$ cat src/verilog/tsc_regs.vh
`ifndef TSC_REGS_VH
`define TSC_REGS_VH
// ==================================================
// Register byte offsets (AXI4-Lite, one word each)
`define TSC_OFS_CTRL      8'h00
`define TSC_OFS_LEVEL     8'h04
`define TSC_OFS_HOLDOFF   8'h08
`define TSC_OFS_HPOS      8'h0C
`define TSC_OFS_TBASE     8'h10
`define TSC_OFS_STATUS    8'h14
`define TSC_OFS_FREQ      8'h18
`define TSC_OFS_LVL_EFF   8'h1C
// ==================================================
// Control register fields
`define TSC_F_TYPE        1:0
`define TSC_F_SLOPE       2
`define TSC_F_MODE        3
`define TSC_F_COUPLING    6:4
`define TSC_F_SOURCE      10:8
`define TSC_F_FORCE       16
`define TSC_F_VIEW        17
// ==================================================
// Reset values
`define TSC_RST_CTRL      32'h0000_0000
`define TSC_RST_LEVEL     16'h0000
`define TSC_RST_HOLDOFF   24'h00_0000
`define TSC_RST_HPOS      16'h0000
`define TSC_RST_TBASE     4'h0
// ==================================================
// Trigger types, modes, slopes
`define TSC_TYPE_EDGE     2'h0
`define TSC_TYPE_VIDEO    2'h1
`define TSC_TYPE_PULSE    2'h2
`define TSC_MODE_AUTO     1'b0
`define TSC_MODE_NORMAL   1'b1
`define TSC_SLOPE_RISE    1'b0
`define TSC_SLOPE_FALL    1'b1
// ==================================================
// Sources (index into comparator vectors)
`define TSC_SRC_CH1       3'h0
`define TSC_SRC_CH2       3'h1
`define TSC_SRC_CH3       3'h2
`define TSC_SRC_CH4       3'h3
`define TSC_SRC_EXT       3'h4
`define TSC_SRC_EXT5      3'h5
`define TSC_SRC_LINE      3'h6
`define TSC_NUM_SRC       7
// ==================================================
// Trigger path couplings
`define TSC_CPL_DC        3'h0
`define TSC_CPL_AC        3'h1
`define TSC_CPL_NOISE     3'h2
`define TSC_CPL_HFBLK     3'h3
`define TSC_CPL_LFBLK     3'h4
// ==================================================
// Level limits in millivolts, timing
`define TSC_EXT_LIM_MV    16'd1600
`define TSC_EXT5_LIM_MV   16'd8000
`define TSC_LINE_LVL_MV   16'h0000
`define TSC_CLK_MHZ       40
`define TSC_AUTO_TMO_US   1000
`define TSC_FREQ_GATE_MS  1000
`define TSC_TB_FREE_IDX   4'h9
`define TSC_REC_LEN       2500
`endif

$ cat src/verilog/tsc_edge_det.v
`timescale 1ns/10ps
`default_nettype none
// ==================================================
// Comparator synchroniser, source select and crossing detect
module tsc_edge_det #(
	parameter W  = 7,
	parameter SW = 3
) (
	// Clock and reset
	input  wire          aclk,
	input  wire          aresetn,
	input  wire          ce,
	// Asynchronous comparator outputs, one bit per source
	input  wire [W-1:0]  cmp_main,
	input  wire [W-1:0]  cmp_high,
	input  wire [W-1:0]  cmp_low,
	// Selection
	input  wire [SW-1:0] sel,
	input  wire          hyst_en,
	input  wire          falling,
	// Result
	output reg           crossing_q
);
	reg [W-1:0] m1_q, m2_q, h1_q, h2_q, l1_q, l2_q;
	reg         level_q;
	reg         prev_q;
	reg         level_d;
	wire        sm;
	wire        sh;
	wire        sl;

	// ==================================================
	// Two-stage synchronisers; only stage two is read
	always @(posedge aclk) begin
		if (!aresetn) begin
			m1_q <= {W{1'b0}};
			m2_q <= {W{1'b0}};
			h1_q <= {W{1'b0}};
			h2_q <= {W{1'b0}};
			l1_q <= {W{1'b0}};
			l2_q <= {W{1'b0}};
		end else if (ce) begin
			m1_q <= cmp_main;
			m2_q <= m1_q;
			h1_q <= cmp_high;
			h2_q <= h1_q;
			l1_q <= cmp_low;
			l2_q <= l1_q;
		end
	end

	// Any channel may be picked, displayed or not
	assign sm = m2_q[sel];
	assign sh = h2_q[sel];
	assign sl = l2_q[sel];

	// Hysteresis holds the state between the two thresholds
	always @* begin
		level_d = sm;
		if (hyst_en) begin
			if (sh)
				level_d = 1'b1;
			else if (!sl)
				level_d = 1'b0;
			else
				level_d = level_q;
		end
	end

	// ==================================================
	// Crossing in the chosen direction, one-cycle pulse
	always @(posedge aclk) begin
		if (!aresetn) begin
			level_q    <= 1'b0;
			prev_q     <= 1'b0;
			crossing_q <= 1'b0;
		end else if (ce) begin
			level_q    <= level_d;
			prev_q     <= level_q;
			crossing_q <= falling ? (prev_q & ~level_q) : (~prev_q & level_q);
		end
	end
endmodule // tsc_edge_det
`default_nettype wire

$ cat src/verilog/tsc_trigger_ctrl.v
// Contract
// - Edge, video and pulse-width types; edge after reset; each its own options; only the edge type qualifies a trigger here
// - Edge type triggers when source crosses the threshold in chosen direction
// - Slope picks rising or falling crossings
// - Source is a channel, external, external/5 or power line; ch3/4 four-channel only
// - A channel triggers whether or not it is displayed
// - External source not displayed; level limited to +1.6 V..-1.6 V
// - External/5 scales by five; level limited to +8 V..-8 V
// - Power line forces DC coupling and zero level, triggers from line signal
// - Power line source only selectable in edge type
// - Auto mode forces a trigger after a timebase-dependent timeout
// - Auto at 100 ms/div or slower free-runs untriggered
// - Normal mode updates the record only on a valid trigger
// - Normal mode shows no record until first trigger after entry
// - Counts triggerable events and reports trigger frequency
// - Coupling picks AC, DC, noise, high-freq or low-freq reject
// - Noise reject adds hysteresis to the comparison
// - Coupling acts on the trigger path only
// - Trigger point at record centre by default; position shifts it
// - Triggers ignored during programmable holdoff after each trigger
// - Force request completes acquisition without a trigger
//
// Local design decisions: the AXI4-Lite register port and the register addresses.
`timescale 1ns/10ps
`default_nettype none
`include "tsc_regs.vh"
module tsc_trigger_ctrl #(
	parameter        NUM_CH       = 4,
	parameter        REC_LEN      = `TSC_REC_LEN,
	parameter [31:0] AUTO_TMO_CYC = `TSC_AUTO_TMO_US * `TSC_CLK_MHZ,
	parameter [31:0] FREQ_GATE    = `TSC_FREQ_GATE_MS * `TSC_CLK_MHZ * 1000
) (
	// Clock, reset, enable
	input  wire        aclk,
	input  wire        aresetn,
	input  wire        ce,
	// AXI4-Lite slave
	input  wire [7:0]  s_axi_awaddr,
	input  wire        s_axi_awvalid,
	output wire        s_axi_awready,
	input  wire [31:0] s_axi_wdata,
	input  wire [3:0]  s_axi_wstrb,
	input  wire        s_axi_wvalid,
	output wire        s_axi_wready,
	output reg  [1:0]  s_axi_bresp,
	output reg         s_axi_bvalid,
	input  wire        s_axi_bready,
	input  wire [7:0]  s_axi_araddr,
	input  wire        s_axi_arvalid,
	output wire        s_axi_arready,
	output reg  [31:0] s_axi_rdata,
	output reg  [1:0]  s_axi_rresp,
	output reg         s_axi_rvalid,
	input  wire        s_axi_rready,
	// Comparator pins, bit index is the source code
	input  wire [6:0]  cmp_main,
	input  wire [6:0]  cmp_high,
	input  wire [6:0]  cmp_low,
	// Acquisition side
	input  wire        sample_en,
	output reg         trig_pulse_q,
	output reg         record_done_q,
	output reg         record_valid_q,
	output reg  [15:0] trig_point_q,
	// Trigger path front end
	output reg  [2:0]  path_coupling_q,
	output reg  [15:0] level_mv_q,
	output reg         ext_div5_q,
	output reg         trigger_path_view_q
);
	localparam [1:0]  S_PRE  = 2'h0;
	localparam [1:0]  S_WAIT = 2'h1;
	localparam [1:0]  S_POST = 2'h2;
	localparam [15:0] HALF   = REC_LEN / 2;
	localparam [15:0] RLEN   = REC_LEN;

	// ==================================================
	// Decoding helpers
	// Power line only in edge type; ch3/ch4 only on four-channel builds
	function src_ok;
		input [2:0] s;
		input [1:0] t;
		begin
			src_ok = 1'b1;
			if (s > `TSC_SRC_LINE)
				src_ok = 1'b0;
			else if (s == `TSC_SRC_LINE && t != `TSC_TYPE_EDGE)
				src_ok = 1'b0;
			else if ((s == `TSC_SRC_CH3 || s == `TSC_SRC_CH4) && NUM_CH < 4)
				src_ok = 1'b0;
		end
	endfunction

	function [15:0] clamp;
		input [15:0] v;
		input [15:0] lim;
		begin
			if ($signed(v) > $signed(lim))
				clamp = lim;
			else if ($signed(v) < -$signed(lim))
				clamp = 16'h0000 - lim;
			else
				clamp = v;
		end
	endfunction

	function [31:0] merge;
		input [31:0] old;
		input [31:0] nw;
		input [3:0]  strb;
		integer i;
		begin
			merge = old;
			for (i = 0; i < 4; i = i + 1) begin
				if (strb[i])
					merge[i*8 +: 8] = nw[i*8 +: 8];
			end
		end
	endfunction

	// ==================================================
	// State
	reg [1:0]  type_q;
	reg        slope_q, mode_q, view_q;
	reg [2:0]  coup_q, src_q;
	reg [15:0] level_q, hpos_q;
	reg [23:0] hold_len_q, hold_q;
	reg [3:0]  tb_q;
	reg        force_q, valid_seen_q, stale_q;
	reg [1:0]  state_q;
	reg [15:0] cnt_q;
	reg [31:0] tmo_q, gate_q, ev_q, freq_q;
	reg [7:0]  aw_q;
	reg [31:0] wd_q;
	reg [3:0]  ws_q;
	reg        have_aw_q, have_w_q;
	reg [15:0] lvl_eff;
	reg [2:0]  cpl_eff;
	reg [31:0] rd;
	reg        rd_ok;
	reg [31:0] cw;
	reg [2:0]  new_src;
	reg [15:0] pre_tgt;
	wire       crossing;
	wire       wr_go = have_aw_q & have_w_q & ~s_axi_bvalid;
	wire       wr_ctrl = wr_go & (aw_q == `TSC_OFS_CTRL);
	wire       free_run;
	wire       valid_trig;
	wire       auto_exp;
	wire       fire;
	wire       enter_normal;
	// Byte-merged images of the writable registers, cut to width where stored
	wire [31:0] lvl_m  = merge({16'h0, level_q}, wd_q, ws_q);
	wire [31:0] hold_m = merge({8'h0, hold_len_q}, wd_q, ws_q);
	wire [31:0] hpos_m = merge({16'h0, hpos_q}, wd_q, ws_q);
	wire [31:0] tb_m   = merge({28'h0, tb_q}, wd_q, ws_q);
	// Last sample of the posttrigger part
	wire       last_smp = (state_q == S_POST) & sample_en & (cnt_q >= RLEN - 16'h1);

	// ==================================================
	// Trigger path source selection and crossing detect
	tsc_edge_det #(
		.W  (`TSC_NUM_SRC),
		.SW (3)
	) u_edge (
		.aclk       (aclk),
		.aresetn    (aresetn),
		.ce         (ce),
		.cmp_main   (cmp_main),
		.cmp_high   (cmp_high),
		.cmp_low    (cmp_low),
		.sel        (src_q),
		.hyst_en    (cpl_eff == `TSC_CPL_NOISE),
		.falling    (slope_q == `TSC_SLOPE_FALL),
		.crossing_q (crossing)
	);

	// Effective level and coupling; line source overrides both
	always @* begin
		cpl_eff = coup_q;
		case (src_q)
			`TSC_SRC_EXT:  lvl_eff = clamp(level_q, `TSC_EXT_LIM_MV);
			`TSC_SRC_EXT5: lvl_eff = clamp(level_q, `TSC_EXT5_LIM_MV);
			`TSC_SRC_LINE: begin
				lvl_eff = `TSC_LINE_LVL_MV;
				cpl_eff = `TSC_CPL_DC;
			end
			default:       lvl_eff = level_q;
		endcase
	end

	// New source on a control write; an illegal pick keeps the old one if still legal
	always @* begin
		cw = merge({14'h0, view_q, 6'h00, src_q, 1'b0, coup_q, mode_q, slope_q, type_q},
		           wd_q, ws_q);
		if (src_ok(cw[`TSC_F_SOURCE], cw[`TSC_F_TYPE]))
			new_src = cw[`TSC_F_SOURCE];
		else if (src_ok(src_q, cw[`TSC_F_TYPE]))
			new_src = src_q;
		else
			new_src = `TSC_SRC_CH1;
	end

	// ==================================================
	// AXI4-Lite write channel; address and data taken in either order
	assign s_axi_awready = ~have_aw_q & ~s_axi_bvalid;
	assign s_axi_wready  = ~have_w_q & ~s_axi_bvalid;
	assign enter_normal  = wr_ctrl & ~mode_q & cw[`TSC_F_MODE];

	always @(posedge aclk) begin
		if (!aresetn) begin
			have_aw_q    <= 1'b0;
			have_w_q     <= 1'b0;
			aw_q         <= 8'h00;
			wd_q         <= 32'h0000_0000;
			ws_q         <= 4'h0;
			s_axi_bvalid <= 1'b0;
			s_axi_bresp  <= 2'h0;
			type_q       <= `TSC_TYPE_EDGE;
			slope_q      <= `TSC_SLOPE_RISE;
			mode_q       <= `TSC_MODE_AUTO;
			coup_q       <= `TSC_CPL_DC;
			src_q        <= `TSC_SRC_CH1;
			view_q       <= 1'b0;
			level_q      <= `TSC_RST_LEVEL;
			hold_len_q   <= `TSC_RST_HOLDOFF;
			hpos_q       <= `TSC_RST_HPOS;
			tb_q         <= `TSC_RST_TBASE;
			force_q      <= 1'b0;
		end else if (ce) begin
			if (s_axi_awvalid && s_axi_awready) begin
				aw_q      <= s_axi_awaddr;
				have_aw_q <= 1'b1;
			end
			if (s_axi_wvalid && s_axi_wready) begin
				wd_q     <= s_axi_wdata;
				ws_q     <= s_axi_wstrb;
				have_w_q <= 1'b1;
			end
			if (s_axi_bvalid && s_axi_bready)
				s_axi_bvalid <= 1'b0;
			// A fired trigger consumes the force; a new request in that cycle wins
			if (fire)
				force_q <= 1'b0;
			if (wr_go) begin
				have_aw_q    <= 1'b0;
				have_w_q     <= 1'b0;
				s_axi_bvalid <= 1'b1;
				s_axi_bresp  <= 2'h0;
				case (aw_q)
					`TSC_OFS_CTRL: begin
						type_q  <= (cw[`TSC_F_TYPE] > `TSC_TYPE_PULSE) ?
						           type_q : cw[`TSC_F_TYPE];
						slope_q <= cw[`TSC_F_SLOPE];
						mode_q  <= cw[`TSC_F_MODE];
						coup_q  <= (cw[`TSC_F_COUPLING] > `TSC_CPL_LFBLK) ?
						           coup_q : cw[`TSC_F_COUPLING];
						src_q   <= new_src;
						view_q  <= cw[`TSC_F_VIEW];
						if (cw[`TSC_F_FORCE])
							force_q <= 1'b1;
					end
					`TSC_OFS_LEVEL:   level_q    <= lvl_m[15:0];
					`TSC_OFS_HOLDOFF: hold_len_q <= hold_m[23:0];
					`TSC_OFS_HPOS:    hpos_q     <= hpos_m[15:0];
					`TSC_OFS_TBASE:   tb_q       <= tb_m[3:0];
					`TSC_OFS_STATUS, `TSC_OFS_FREQ, `TSC_OFS_LVL_EFF: ;
					default:          s_axi_bresp <= 2'h2;
				endcase
			end
		end
	end

	// ==================================================
	// AXI4-Lite read channel, answer one cycle after the address
	assign s_axi_arready = ~s_axi_rvalid;

	always @* begin
		rd    = 32'h0000_0000;
		rd_ok = 1'b1;
		case (s_axi_araddr)
			`TSC_OFS_CTRL:    rd = {14'h0, view_q, force_q, 5'h00, src_q, 1'b0,
			                        coup_q, mode_q, slope_q, type_q};
			`TSC_OFS_LEVEL:   rd = {16'h0, level_q};
			`TSC_OFS_HOLDOFF: rd = {8'h0, hold_len_q};
			`TSC_OFS_HPOS:    rd = {16'h0, hpos_q};
			`TSC_OFS_TBASE:   rd = {28'h0, tb_q};
			`TSC_OFS_STATUS:  rd = {25'h0, valid_seen_q, free_run, |hold_q,
			                        record_valid_q, state_q, 1'b0};
			`TSC_OFS_FREQ:    rd = freq_q;
			`TSC_OFS_LVL_EFF: rd = {16'h0, lvl_eff};
			default:          rd_ok = 1'b0;
		endcase
	end

	always @(posedge aclk) begin
		if (!aresetn) begin
			s_axi_rvalid <= 1'b0;
			s_axi_rdata  <= 32'h0000_0000;
			s_axi_rresp  <= 2'h0;
		end else if (ce) begin
			if (s_axi_arvalid && s_axi_arready) begin
				s_axi_rvalid <= 1'b1;
				s_axi_rdata  <= rd;
				s_axi_rresp  <= rd_ok ? 2'h0 : 2'h2;
			end else if (s_axi_rready) begin
				s_axi_rvalid <= 1'b0;
			end
		end
	end

	// ==================================================
	// Trigger qualification
	// Video and pulse qualifiers are outside this block, so only edge qualifies
	assign valid_trig = crossing & (type_q == `TSC_TYPE_EDGE) & (hold_q == 24'h0);
	assign free_run   = (mode_q == `TSC_MODE_AUTO) & (tb_q >= `TSC_TB_FREE_IDX);
	assign auto_exp   = (mode_q == `TSC_MODE_AUTO) & (tmo_q >= (AUTO_TMO_CYC << tb_q));
	assign fire       = (state_q == S_WAIT) & (valid_trig | force_q | auto_exp | free_run);

	// Pretrigger amount: half a record, moved by the signed position, kept in range
	always @* begin
		if ($signed({1'b0, HALF}) + $signed(hpos_q) < 0)
			pre_tgt = 16'h0000;
		else if ($signed({1'b0, HALF}) + $signed(hpos_q) > $signed({1'b0, RLEN}))
			pre_tgt = RLEN;
		else
			pre_tgt = HALF + hpos_q;
	end

	// ==================================================
	// Record sequencer: pretrigger, wait, posttrigger
	always @(posedge aclk) begin
		if (!aresetn) begin
			state_q        <= S_PRE;
			cnt_q          <= 16'h0000;
			tmo_q          <= 32'h0000_0000;
			hold_q         <= 24'h00_0000;
			trig_pulse_q   <= 1'b0;
			record_done_q  <= 1'b0;
			record_valid_q <= 1'b0;
			valid_seen_q   <= 1'b0;
			stale_q        <= 1'b0;
			trig_point_q   <= 16'h0000;
		end else if (ce) begin
			trig_pulse_q  <= 1'b0;
			record_done_q <= 1'b0;
			if (hold_q != 24'h0)
				hold_q <= hold_q - 24'h1;
			// Entering normal hides records until a fresh one completes
			if (enter_normal)
				record_valid_q <= 1'b0;
			// A record caught before normal was entered finishes but is never shown
			if (enter_normal & (fire | ((state_q == S_POST) & ~last_smp)))
				stale_q <= 1'b1;
			case (state_q)
				S_PRE: begin
					tmo_q <= 32'h0000_0000;
					if (cnt_q >= pre_tgt)
						state_q <= S_WAIT;
					else if (sample_en)
						cnt_q <= cnt_q + 16'h1;
				end
				S_WAIT: begin
					if (mode_q == `TSC_MODE_AUTO)
						tmo_q <= tmo_q + 32'h1;
					if (fire) begin
						trig_pulse_q <= 1'b1;
						trig_point_q <= cnt_q;
						valid_seen_q <= valid_trig;
						hold_q       <= hold_len_q;
						state_q      <= S_POST;
					end
				end
				S_POST: begin
					if (sample_en) begin
						if (cnt_q >= RLEN - 16'h1) begin
							cnt_q          <= 16'h0000;
							record_done_q  <= 1'b1;
							record_valid_q <= ~stale_q & ~enter_normal;
							stale_q        <= 1'b0;
							state_q        <= S_PRE;
						end else begin
							cnt_q <= cnt_q + 16'h1;
						end
					end
				end
				default: state_q <= S_PRE;
			endcase
		end
	end

	// ==================================================
	// Trigger frequency: triggerable events per one-second gate
	always @(posedge aclk) begin
		if (!aresetn) begin
			gate_q <= 32'h0000_0000;
			ev_q   <= 32'h0000_0000;
			freq_q <= 32'h0000_0000;
		end else if (ce) begin
			if (gate_q >= FREQ_GATE - 32'h1) begin
				gate_q <= 32'h0000_0000;
				freq_q <= ev_q + {31'h0, crossing};
				ev_q   <= 32'h0000_0000;
			end else begin
				gate_q <= gate_q + 32'h1;
				ev_q   <= ev_q + {31'h0, crossing};
			end
		end
	end

	// ==================================================
	// Front-end settings; coupling goes to the trigger path only
	always @(posedge aclk) begin
		if (!aresetn) begin
			path_coupling_q     <= `TSC_CPL_DC;
			level_mv_q          <= `TSC_RST_LEVEL;
			ext_div5_q          <= 1'b0;
			trigger_path_view_q <= 1'b0;
		end else if (ce) begin
			path_coupling_q     <= cpl_eff;
			level_mv_q          <= lvl_eff;
			ext_div5_q          <= (src_q == `TSC_SRC_EXT5);
			trigger_path_view_q <= view_q;
		end
	end
endmodule // tsc_trigger_ctrl
`default_nettype wire
$ cat config.mk
export PLATFORM = sky130hd
export DESIGN_NAME = tsc_trigger_ctrl
export DESIGN_NICKNAME = d
export VERILOG_FILES = /design/src/verilog/tsc_edge_det.v /design/src/verilog/tsc_trigger_ctrl.v
export VERILOG_INCLUDE_DIRS = /design/src /design/src/verilog
export SDC_FILE = /design/constraint.sdc
export NUM_CORES = 1
export LEC_CHECK = 0
export BUFFER_PORTS_ARGS = -buffer_cell sky130_fd_sc_hd__buf_2
export CAP_MARGIN = 25
export CORE_ASPECT_RATIO = 1.1
export CORE_UTILIZATION = 60
export CTS_CLUSTER_DIAMETER = 200
export DETAILED_ROUTE_END_ITERATION = 10
export PLACE_DENSITY = 0.8
export SYNTH_ARGS = -nofsm -noshare
export SYNTH_HDL_FRONTEND = slang
export SYNTH_SLANG_ARGS = --single-unit
export TNS_END_PERCENT = 100
$ cat constraint.sdc
create_clock -name aclk -period 5.15 [get_ports aclk]
set_input_delay 1.03 -clock aclk [delete_from_list [all_inputs] [get_ports aclk]]
set_output_delay 1.03 -clock aclk [all_outputs]
set_load 0.01 [all_outputs]
==> metrics list, run 1 <==
- Among all stages on the critical path, the largest delay is contributed by sky130_fd_sc_hd__or4_1.
- Cells along the critical path: ha_1 > nand3_1 > a21boi_0 > o32ai_1 > a22oi_1 > o21ai_0 > o21a_1 > and2_1 > ha_1 > nand2b_1 > a21oi_1 > nor2b_1 > o31ai_1 > a311oi_2 > buf_4 > or4_1 > a21oi_1
* Buffer levels on the longest clock path: 3
- Area Growth Syn to Fin: 11.8%
* Worst slew margin relative to its limit: 0.346
- Global Route met1 Usage: 0.418
- Residual antenna-violating net count after detailed routing: 0
- Die Span X: 176 µm
- Maximum number of pins on one net before global-route repair: 126
- CTS tree: built
* Number of buffers created by CTS: 42
- Counting every sink on the clock net gives 402.
- Syn Area/Cell: 8.04 µm²
- The top cell types in the final layout, fill and taps aside, are 402 x sky130_fd_sc_hd__dfxtp_1, 372 x sky130_fd_sc_hd__nand2_1, 292 x sky130_fd_sc_hd__nor2_1, 211 x sky130_fd_sc_hd__a21oi_1, 151 x sky130_fd_sc_hd__buf_2.
- Synthesis instantiated 91 different standard cells from the library.
* Peak ir drop on the vdd network: 0.295 mV
* Final Hold Slack: 457 ps
- Most congested layer reported by global routing: met2
- The first global-routing pass estimated 90.0 mm of wire.
* Total of fill cells in the finished design: 2710
* Count of buffers inserted at the top-level ports: 151
- Number of global-route vias before repair: 17.7k
* Time the final worst path needs with I/O delays and setup: 4630 ps
- Detail Placement HPWL: 39.3 mm
- Pleak: 8.45 nW
- Grouping stages by cell kind, the critical path spends the most delay in compound AO/OA/AOI/OAI gates.
- Initial antenna violation count: 2
* Worst clock skew on the final layout: 19.5 ps
- Starting density of the core: 0.615
- Switching part of the total: 0.279
- Non-filler instance count after layout: 3029
- For met3 alone, demand over resource in global routing was 0.0484.
- Cell internal power was estimated by the tool at 5.51 mW.
- The cell sitting at the root of the clock tree is a sky130_fd_sc_hd__clkbuf_16.
* Setup repair after global routing missed its margin: false
* Clock Latency Late Sink: 550 ps
* Run status: finished clean
- In the global route stage, met2 resource usage came out at 0.529.
- For this run, the detailed router's first-pass iteration total came to 6.
* Max_cap viols: 0
- Together, buffers and inverters on the worst path number 1.
- Number of register bits inferred by synthesis: 402
* Number of enable-type register cells in the synthesized netlist: 0
* Std-Cell Core Area: 32600 µm²
- After detailed routing, the average wire length per cell comes to 18.5 µm.
- Clock edge transition at the registers on the reported setup and hold paths: 60 ps
- Post-cts hold buffer count: 0
- After clock tree synthesis, the repair step resized 0 gates.
* Number of warnings printed during yosys synthesis: 0
- H-Tree Level Count: 2
- Top flip-flop cell by instance count after synthesis: sky130_fd_sc_hd__dfxtp_1
- Ratio of final minimum period to clock period: 0.899
* Fraction of synthesis flops using an asynchronous set or reset pin: 0
- Core Rows: 69
- In the final layout, the share of cells above drive strength 1 is 0.118.
- Power spread over the standard cell area amounts to 340 nW/µm².
- After detailed routing, the number of remaining DRC violations is 0.
- Count of mapped cells out of synthesis: 2497
* Worst Path Max Fanout: 11
- The routed design has 56.2 mm of wire.
* Number of cells after detailed placement: 2947
- Ports placed on the boundary: 163
- Combinational cell fraction of total power: 0.149
- In the routed layout, each cell is associated on average with a via count of 6.20.
* Maximum frequency from static timing analysis: 216 MHz
- At the end of the flow, the number of nets in the layout was 2705.
* Die H: 194 µm
* Overall routing resource usage: 0.324
* Slew Viols, Final: 0
- The total overflow left after global routing is 0.
- Netlist Area Pre-Place: 20100 µm²
- Setup CP Type: reg -> reg
* Instance area at placement: 21000 µm²
* Switch Pwr: 2.13 mW
- Stage delay of the slowest cell on the critical path: 510 ps
- Element type at the critical path end: flip-flop
- Sequential fraction of design power: 0.442
- For this run, the register share of the synthesized area comes to 0.401.
- Final hold violation count: 0
- Data arrives at the worst endpoint at 5100 ps.
- The tightest min-delay check is of the reg -> reg type.
- Proportion of power drawn by the clock network: 0.410
* Die area: 34200 µm²
- The worst setup path is launched from a flip-flop.
- Detailed routing inserted a total of 18.8k vias.
- At the pin with the least slew margin, the transition time is 978 ps.
- Setup violations remaining at the end of the flow were counted as 0.
- Last weighted congestion value of the routability-driven placer: 0.982
* DRT iter0 DRCs: 1777
* Total negative slack for setup checks: 0 ps
- Most frequent standard cell in the layout excluding fill and tap cells: sky130_fd_sc_hd__dfxtp_1
* Fin area: 22400 µm²
- Required @ worst endpoint: 5620 ps
- Buffers added to address setup during post-CTS repair amount to 0.
- The design draws 7.64 mW.
-- cell usage after synthesis, types with 13 or more instances --
library cell | instances | area (µm²)
sky130_fd_sc_hd__dfxtp_1 | 402 | 8050
sky130_fd_sc_hd__nand2_1 | 372 | 1400
sky130_fd_sc_hd__nor2_1 | 292 | 1100
sky130_fd_sc_hd__a21oi_1 | 211 | 1060
sky130_fd_sc_hd__clkbuf_1 | 134 | 503
sky130_fd_sc_hd__o21ai_0 | 111 | 556
sky130_fd_sc_hd__nand3_1 | 104 | 521
sky130_fd_sc_hd__mux2i_1 | 94 | 941
sky130_fd_sc_hd__ha_1 | 55 | 688
sky130_fd_sc_hd__xnor2_1 | 51 | 447
sky130_fd_sc_hd__nor3_1 | 46 | 230
sky130_fd_sc_hd__inv_1 | 45 | 169
sky130_fd_sc_hd__a211oi_1 | 44 | 330
sky130_fd_sc_hd__xor2_1 | 43 | 377
sky130_fd_sc_hd__and3_1 | 38 | 238
sky130_fd_sc_hd__a22oi_1 | 37 | 278
sky130_fd_sc_hd__nand4_1 | 30 | 188
sky130_fd_sc_hd__or3_1 | 24 | 150
sky130_fd_sc_hd__and2_1 | 23 | 144
sky130_fd_sc_hd__a31oi_1 | 20 | 125
sky130_fd_sc_hd__nor4_1 | 20 | 125
sky130_fd_sc_hd__nand2b_1 | 19 | 119
sky130_fd_sc_hd__nand3b_1 | 19 | 143
sky130_fd_sc_hd__a21o_1 | 13 | 97.6
sky130_fd_sc_hd__buf_1 | 13 | 48.8
-- kinds of logic after synthesis --
family,share of synthesized area
AO/OA/AOI/OAI,0.181
XOR/XNOR,0.0410
adder cells (fa/ha/maj),0.0343
buffers and inverters,0.0411
flip-flops,0.401
multiplexers,0.0536
other,0.000374
AND/OR/NAND/NOR,0.248
-- cell type report --
cell class	count	area (µm²)	area share
Multi-Input combinational cell	1892	11200	0.501
Sequential cell	402	8050	0.359
Clock buffer	54	1190	0.0529
Timing Repair Buffer	183	1010	0.0451
Tap cell	426	533	0.0237
Clock inverter	23	241	0.0108
Inverter	47	184	0.00819
Antenna cell	2	5.00	0.000223
-- registers in the layout (all words and copies together), names as in the netlist, 24 cells and up --
name         count
ev_q            32
freq_q          32
gate_q          32
hold_len_q      24
hold_q          24
merge.nw        24
s_axi_rdata     32
tmo_q           32
-- per-layer routing --
| layer | vias to the layer above | part of all wire |
|---|---|---|
| met5 | - | 0 |
| met4 | 0 | 0.044 |
| met3 | 150 | 0.083 |
| met2 | 832 | 0.46 |
| met1 | 8800 | 0.41 |
| li1 | 8993 | - |
-- final timing paths --
kind / from / end / slack, ps / depth (start not counted)
worst max-delay path: hpos_q[1] / cnt_q[4] / 520 / 17
worst min-delay path: merge.nw[18] / merge.nw[18] / 460 / 2
worst max register to register: hpos_q[1] / cnt_q[4] / 520 / 17
worst min register to register: merge.nw[18] / merge.nw[18] / 460 / 2
-- power by group through the flow --
stage	combinational [mW]	sequential [mW]	clock [mW]
finish	1.14	3.38	3.13
detailed placement	1.10	3.43	0
global route	1.25	3.39	3.28
CTS	1.12	3.37	3.15
global placement	1.06	3.42	0
floorplan	0.887	3.39	0
-- worst reg2reg max path, delay by kind of cell (launching register included) --
family | cells | cell delay, ps
fa+ha+maj | 2 | 550
compound gates | 9 | 2080
buf+inv | 1 | 270
simple gates | 5 | 1170
flops | 1 | 480
-- metrics by stage --
stage          setup slack, ps   util
6_report                   520  0.688
5_1_grt                   78.9  0.688
4_1_cts                    414  0.687
3_5_place_dp               443  0.643
3_3_place_gp               570  0.643
2_1_floorplan             1160      -
Power figures use the tool's default switching activity.
==> run 2: changes to the inputs <==
--- a/config.mk
+++ b/config.mk
@@ -13,7 +13,8 @@
 export CTS_CLUSTER_DIAMETER = 200
 export DETAILED_ROUTE_END_ITERATION = 10
-export PLACE_DENSITY = 0.8
+export PLACE_DENSITY_LB_ADDON = 0.15
 export SYNTH_ARGS = -nofsm -noshare
 export SYNTH_HDL_FRONTEND = slang
+export SYNTH_HIERARCHICAL = 1
 export SYNTH_SLANG_ARGS = --single-unit
 export TNS_END_PERCENT = 100
==> constraint.sdc (replaced) <==
create_clock -name aclk -period 5.15 [get_ports aclk]
set_input_delay 1.03 -clock aclk [delete_from_list [all_inputs] [get_ports aclk]]
set_output_delay 1.03 -clock aclk [all_outputs]
set_load 0.05 [all_outputs]
==> run 2 against run 1 <==
Net effect:
- clock skew increased by 5.6 ps
- non-clock buffer count fell by 8
- hold slack worse by 7.9 ps
- critical endpoint is now cnt_q[7]
- largest power group unchanged
- highest routed layer is now met5
==> metrics list, run 2 <==
* Starting density of the core: 0.611 (was 0.615)
- The top cell family by delay on the critical path is compound AO/OA/AOI/OAI gates (unchanged).
- The net load switching power is 2.10 mW (was 2.13 mW).
* Seq/Total Area, Yosys: 0.407 (was 0.401)
- Slew Viols, Final: 0 (unchanged)
- Ports placed on the boundary: 163 (unchanged)
- DRT iter0 DRCs: 1429 (was 1777)
- The cell area after synthesis was 19800 µm² (was 20100 µm²).
- The number of warnings issued by yosys is 6 (was 0).
- The final cell count without fillers came to 2926 (was 3029).
- Number of global-route vias before repair: 16.6k (was 17.7k)
- Worst setup slack after placement: 437 ps (was 443 ps)
* Final Hold Slack: 450 ps (was 457 ps)
* Die Span X: 175 µm (was 176 µm)
* Setup CP Type: reg -> reg (unchanged)
* Time the final worst path needs with I/O delays and setup: 4700 ps (was 4630 ps)
- The core box area was 32400 µm² (was 32600 µm²).
- The final non-filler cell area is 22200 µm² (was 22400 µm²).
- Combinational cell fraction of total power: 0.142 (was 0.149)
- Tightest Hold Check Type: reg -> reg (unchanged)
- Syn Area/Cell: 8.26 µm² (was 8.04 µm²)
- Top library cells by usage in the layout, fill and taps aside: 402 x sky130_fd_sc_hd__dfxtp_1, 291 x sky130_fd_sc_hd__nand2_1, 246 x sky130_fd_sc_hd__nor2_1, 208 x sky130_fd_sc_hd__a21oi_1, 149 x sky130_fd_sc_hd__buf_2 (was 402 x sky130_fd_sc_hd__dfxtp_1, 372 x sky130_fd_sc_hd__nand2_1, 292 x sky130_fd_sc_hd__nor2_1, 211 x sky130_fd_sc_hd__a21oi_1, 151 x sky130_fd_sc_hd__buf_2).
* Core Rows: 69 (unchanged)
- The number of vias after detailed routing is 17.8k (was 18.8k).
- Initial antenna violation count: 4 (was 2)
* Actual slew at the worst max-slew pin: 1110 ps (was 978 ps)
- The leading register cell type out of synthesis is sky130_fd_sc_hd__dfxtp_1 (unchanged).
- Final setup violation count: 0 (unchanged)
* Detail Placement HPWL: 37.8 mm (was 39.3 mm)
* Worst clock skew on the final layout: 25.0 ps (was 19.5 ps)
- Max_cap viols: 0 (unchanged)
* Net count, final: 2607 (was 2705)
* Per-cell via count in the routed design: 6.09 (was 6.20)
- Most congested layer reported by global routing: met2 (unchanged)
- Setup repair after global routing missed its margin: false (unchanged)
- The number of buffers created by CTS was 44 (was 42).
- The met2 usage came to 0.527 (was 0.529).
- Library cell contributing the largest single delay on the critical path: sky130_fd_sc_hd__or3b_2 (was sky130_fd_sc_hd__or4_1)
* Count of mapped cells out of synthesis: 2394 (was 2497)
- The CTS tree was built (unchanged).
* Overall routed net length: 54.1 mm (was 56.2 mm)
- Count of buffers inserted at the top-level ports: 151 (unchanged)
- The global-route met3 utilization is 0.0542 (was 0.0484).
- The arrival time at the worst endpoint came to 5180 ps (was 5100 ps).
- Worst Path Max Fanout: 9 (was 11)
- The final worst-path cycle share is 0.913 (was 0.899).
- Most common cell in the netlist: sky130_fd_sc_hd__dfxtp_1 (unchanged)
- Maximum number of pins on one net before global-route repair: 140 (was 126)
- The total of flip-flops plus latches after synthesis was 402 (unchanged).
- The buffering stage count on the worst path with inverters included came to 0 (was 1).
- The met1 capacity usage during global routing is 0.397 (was 0.418).
- Internal Pwr Total: 5.55 mW (was 5.51 mW)
- Last weighted congestion value of the routability-driven placer: 0.963 (was 0.982)
* Proportion of power drawn by the clock network: 0.419 (was 0.410)
- Final hold violation count: 0 (unchanged)
- Crit start category: flip-flop (unchanged)
- Clock edge transition at the registers on the reported setup and hold paths: 60 ps (about the same)
* Maximum frequency from static timing analysis: 213 MHz (was 216 MHz)
- The remaining antenna violation count came to 0 (unchanged).
- Largest cells by area after synthesis: sky130_fd_sc_hd__dfxtp_1 41%, sky130_fd_sc_hd__nand2_1 5.5%, sky130_fd_sc_hd__a21oi_1 5.3% (was sky130_fd_sc_hd__dfxtp_1 40%, sky130_fd_sc_hd__nand2_1 7.0%, sky130_fd_sc_hd__nor2_1 5.5%).
- Pleak: 8.40 nW (was 8.45 nW)
* Total negative slack for setup checks: 0 ps (unchanged)
- The number of levels in the clock H-tree was 2 (unchanged).
- Proportion of netlist area held by the largest area contributor: 0.407 (was 0.401)
* Number of cells after detailed placement: 2848 (was 2947)
- The clock latency on the worst-skew pair was 560 ps (was 550 ps).
* Element type at the critical path end: flip-flop (unchanged)
- Area Growth Syn to Fin: 12.3% (was 11.8%)
- The placed instance area was 20700 µm² (was 21000 µm²).
- The proportion of layout cells with a drive suffix above 1 is 0.114 (was 0.118).
* Sequential fraction of design power: 0.439 (was 0.442)
- The final design utilization was 0.686 (was 0.688).
- The wire length of the first global-routing pass was 85.8 mm (was 90.0 mm).
- Synth cell count leaders: 402 x sky130_fd_sc_hd__dfxtp_1, 291 x sky130_fd_sc_hd__nand2_1, 246 x sky130_fd_sc_hd__nor2_1 (was 402 x sky130_fd_sc_hd__dfxtp_1, 372 x sky130_fd_sc_hd__nand2_1, 292 x sky130_fd_sc_hd__nor2_1).
* Post-route DRC violation count: 0 (unchanged)
* Overall routing resource usage: 0.316 (was 0.324)
- Stage delay of the slowest cell on the critical path: 480 ps (was 510 ps)
- The worst slew margin relative to its limit came to 0.251 (was 0.346).
- The cell type with the largest total area after synthesis is sky130_fd_sc_hd__dfxtp_1 (unchanged).
- The average wire length per cell after detail routing is 18.5 µm (about the same).
- Distinct cells, synth: 87 (was 91)
- Total power per unit cell area: 344 nW/µm² (was 340 nW/µm²)
- Cells along the critical path: ha_1 > a311o_1 > or2_2 > a31oi_1 > nand2b_1 > mux2i_1 > a21oi_2 > nor2_2 > nand2_1 > ha_1 > a21oi_1 > o21ai_0 > a221oi_1 > o21ai_0 > a31oi_1 > nand2b_1 > or3b_2 > a21oi_1 (was ha_1 > nand3_1 > a21boi_0 > o32ai_1 > a22oi_1 > o21ai_0 > o21a_1 > and2_1 > ha_1 > nand2b_1 > a21oi_1 > nor2b_1 > o31ai_1 > a311oi_2 > buf_4 > or4_1 > a21oi_1)
* Die area: 33700 µm² (was 34200 µm²)
- Clk root buf: sky130_fd_sc_hd__clkbuf_16 (unchanged)
- The worst ir drop on vdd is 0.294 mV (was 0.295 mV).
* Router iterations before antenna repair: 8 (was 6)
- The die height was 192 µm (was 194 µm).
- Run status: finished clean (unchanged)
* Slack of the critical path: 448 ps (was 520 ps)
- Fraction of synthesis flops using an asynchronous set or reset pin: 0 (unchanged)
* Buffer levels on the longest clock path: 3 (unchanged)
- The net switching share of the total power was 0.275 (was 0.279).
- Number of enable-type register cells in the synthesized netlist: 0 (unchanged)
- The data required time of the critical path came to 5620 ps (about the same).
- The post-route total power came to 7.65 mW (was 7.64 mW).
- The most common cell after layout, fill and taps aside is sky130_fd_sc_hd__dfxtp_1 (unchanged).
* Number of clock sinks seen by CTS: 402 (unchanged)
* Aggregate global routing overflow: 0 (unchanged)
[run 2: changes by cell type in the layout (fill, tap and decap cells not counted), sizes merged, moves of 11 or more]
cell and change:
a22oi +11, nand2 -80, nor2 -46, nor2b +46
xnor2 -11, xor2 +17
[run 2: final cells by class]
class                      count  area (µm²)
fill                        2672       10200
sequential                   402        8050
timing repair buffer         175        1000
inverter                      46         178
multi-input combinational   1799       11000
antenna                        2        5.00
tap                          426         533
clock inverter                18         243
clock buffer                  58        1220
[run 2: cells by family (layout without fill, tap and decap cells)]
kind of cell | after synthesis | in the layout | synth area share
other | 2 | 8 | 0.000380
flip-flops | 402 | 402 | 0.407
buffers and inverters | 197 | 297 | 0.0412
AND/OR/NAND/NOR | 975 | 975 | 0.239
AO/OA/AOI/OAI | 551 | 551 | 0.174
adder cells (fa/ha/maj) | 57 | 57 | 0.0360
XOR/XNOR | 100 | 100 | 0.0443
multiplexers | 110 | 110 | 0.0583
[run 2: path summary, 6_finish.rpt]
| check | slack, ps | depth (start not counted) | end | from |
|---|---|---|---|---|
| worst max-delay path | 450 | 18 | cnt_q[7] | hpos_q[1] |
| worst min-delay path | 450 | 2 | trig_point_q[1] | trig_point_q[1] |
| worst max register to register | 450 | 18 | cnt_q[7] | hpos_q[1] |
| worst min register to register | 450 | 2 | trig_point_q[1] | trig_point_q[1] |
[run 2: power groups by stage]
stage               sequential, mW  clock, mW  combinational [mW]
detailed placement            3.42          0                1.07
floorplan                     3.40          0               0.838
global placement              3.41          0                1.02
finish                        3.35       3.20                1.09
global route                  3.37       3.38                1.20
CTS                           3.35       3.25                1.07
[run 2: what timing repair did]
action | 4_1_cts | 5_1_grt
hold endpoints to repair | 0 | 0
hold buffers | 0 | 0
buffers inserted | 0 | 0
gates resized for setup | 0 | 2
setup endpoints to repair | 0 | 3
[run 2: tightest hold or removal path: cells and delay by family (launching register included)]
family,cells,cell delay (ps)
flops,1,300
compound gates,1,50
simple gates,1,50
[run 2: metal layers]
layer / part of all wire / vias up
li1: - / 8656
met1: 0.42 / 8378
met2: 0.47 / 629
met3: 0.068 / 139
met4: 0.044 / 4
met5: 0.00037 / -
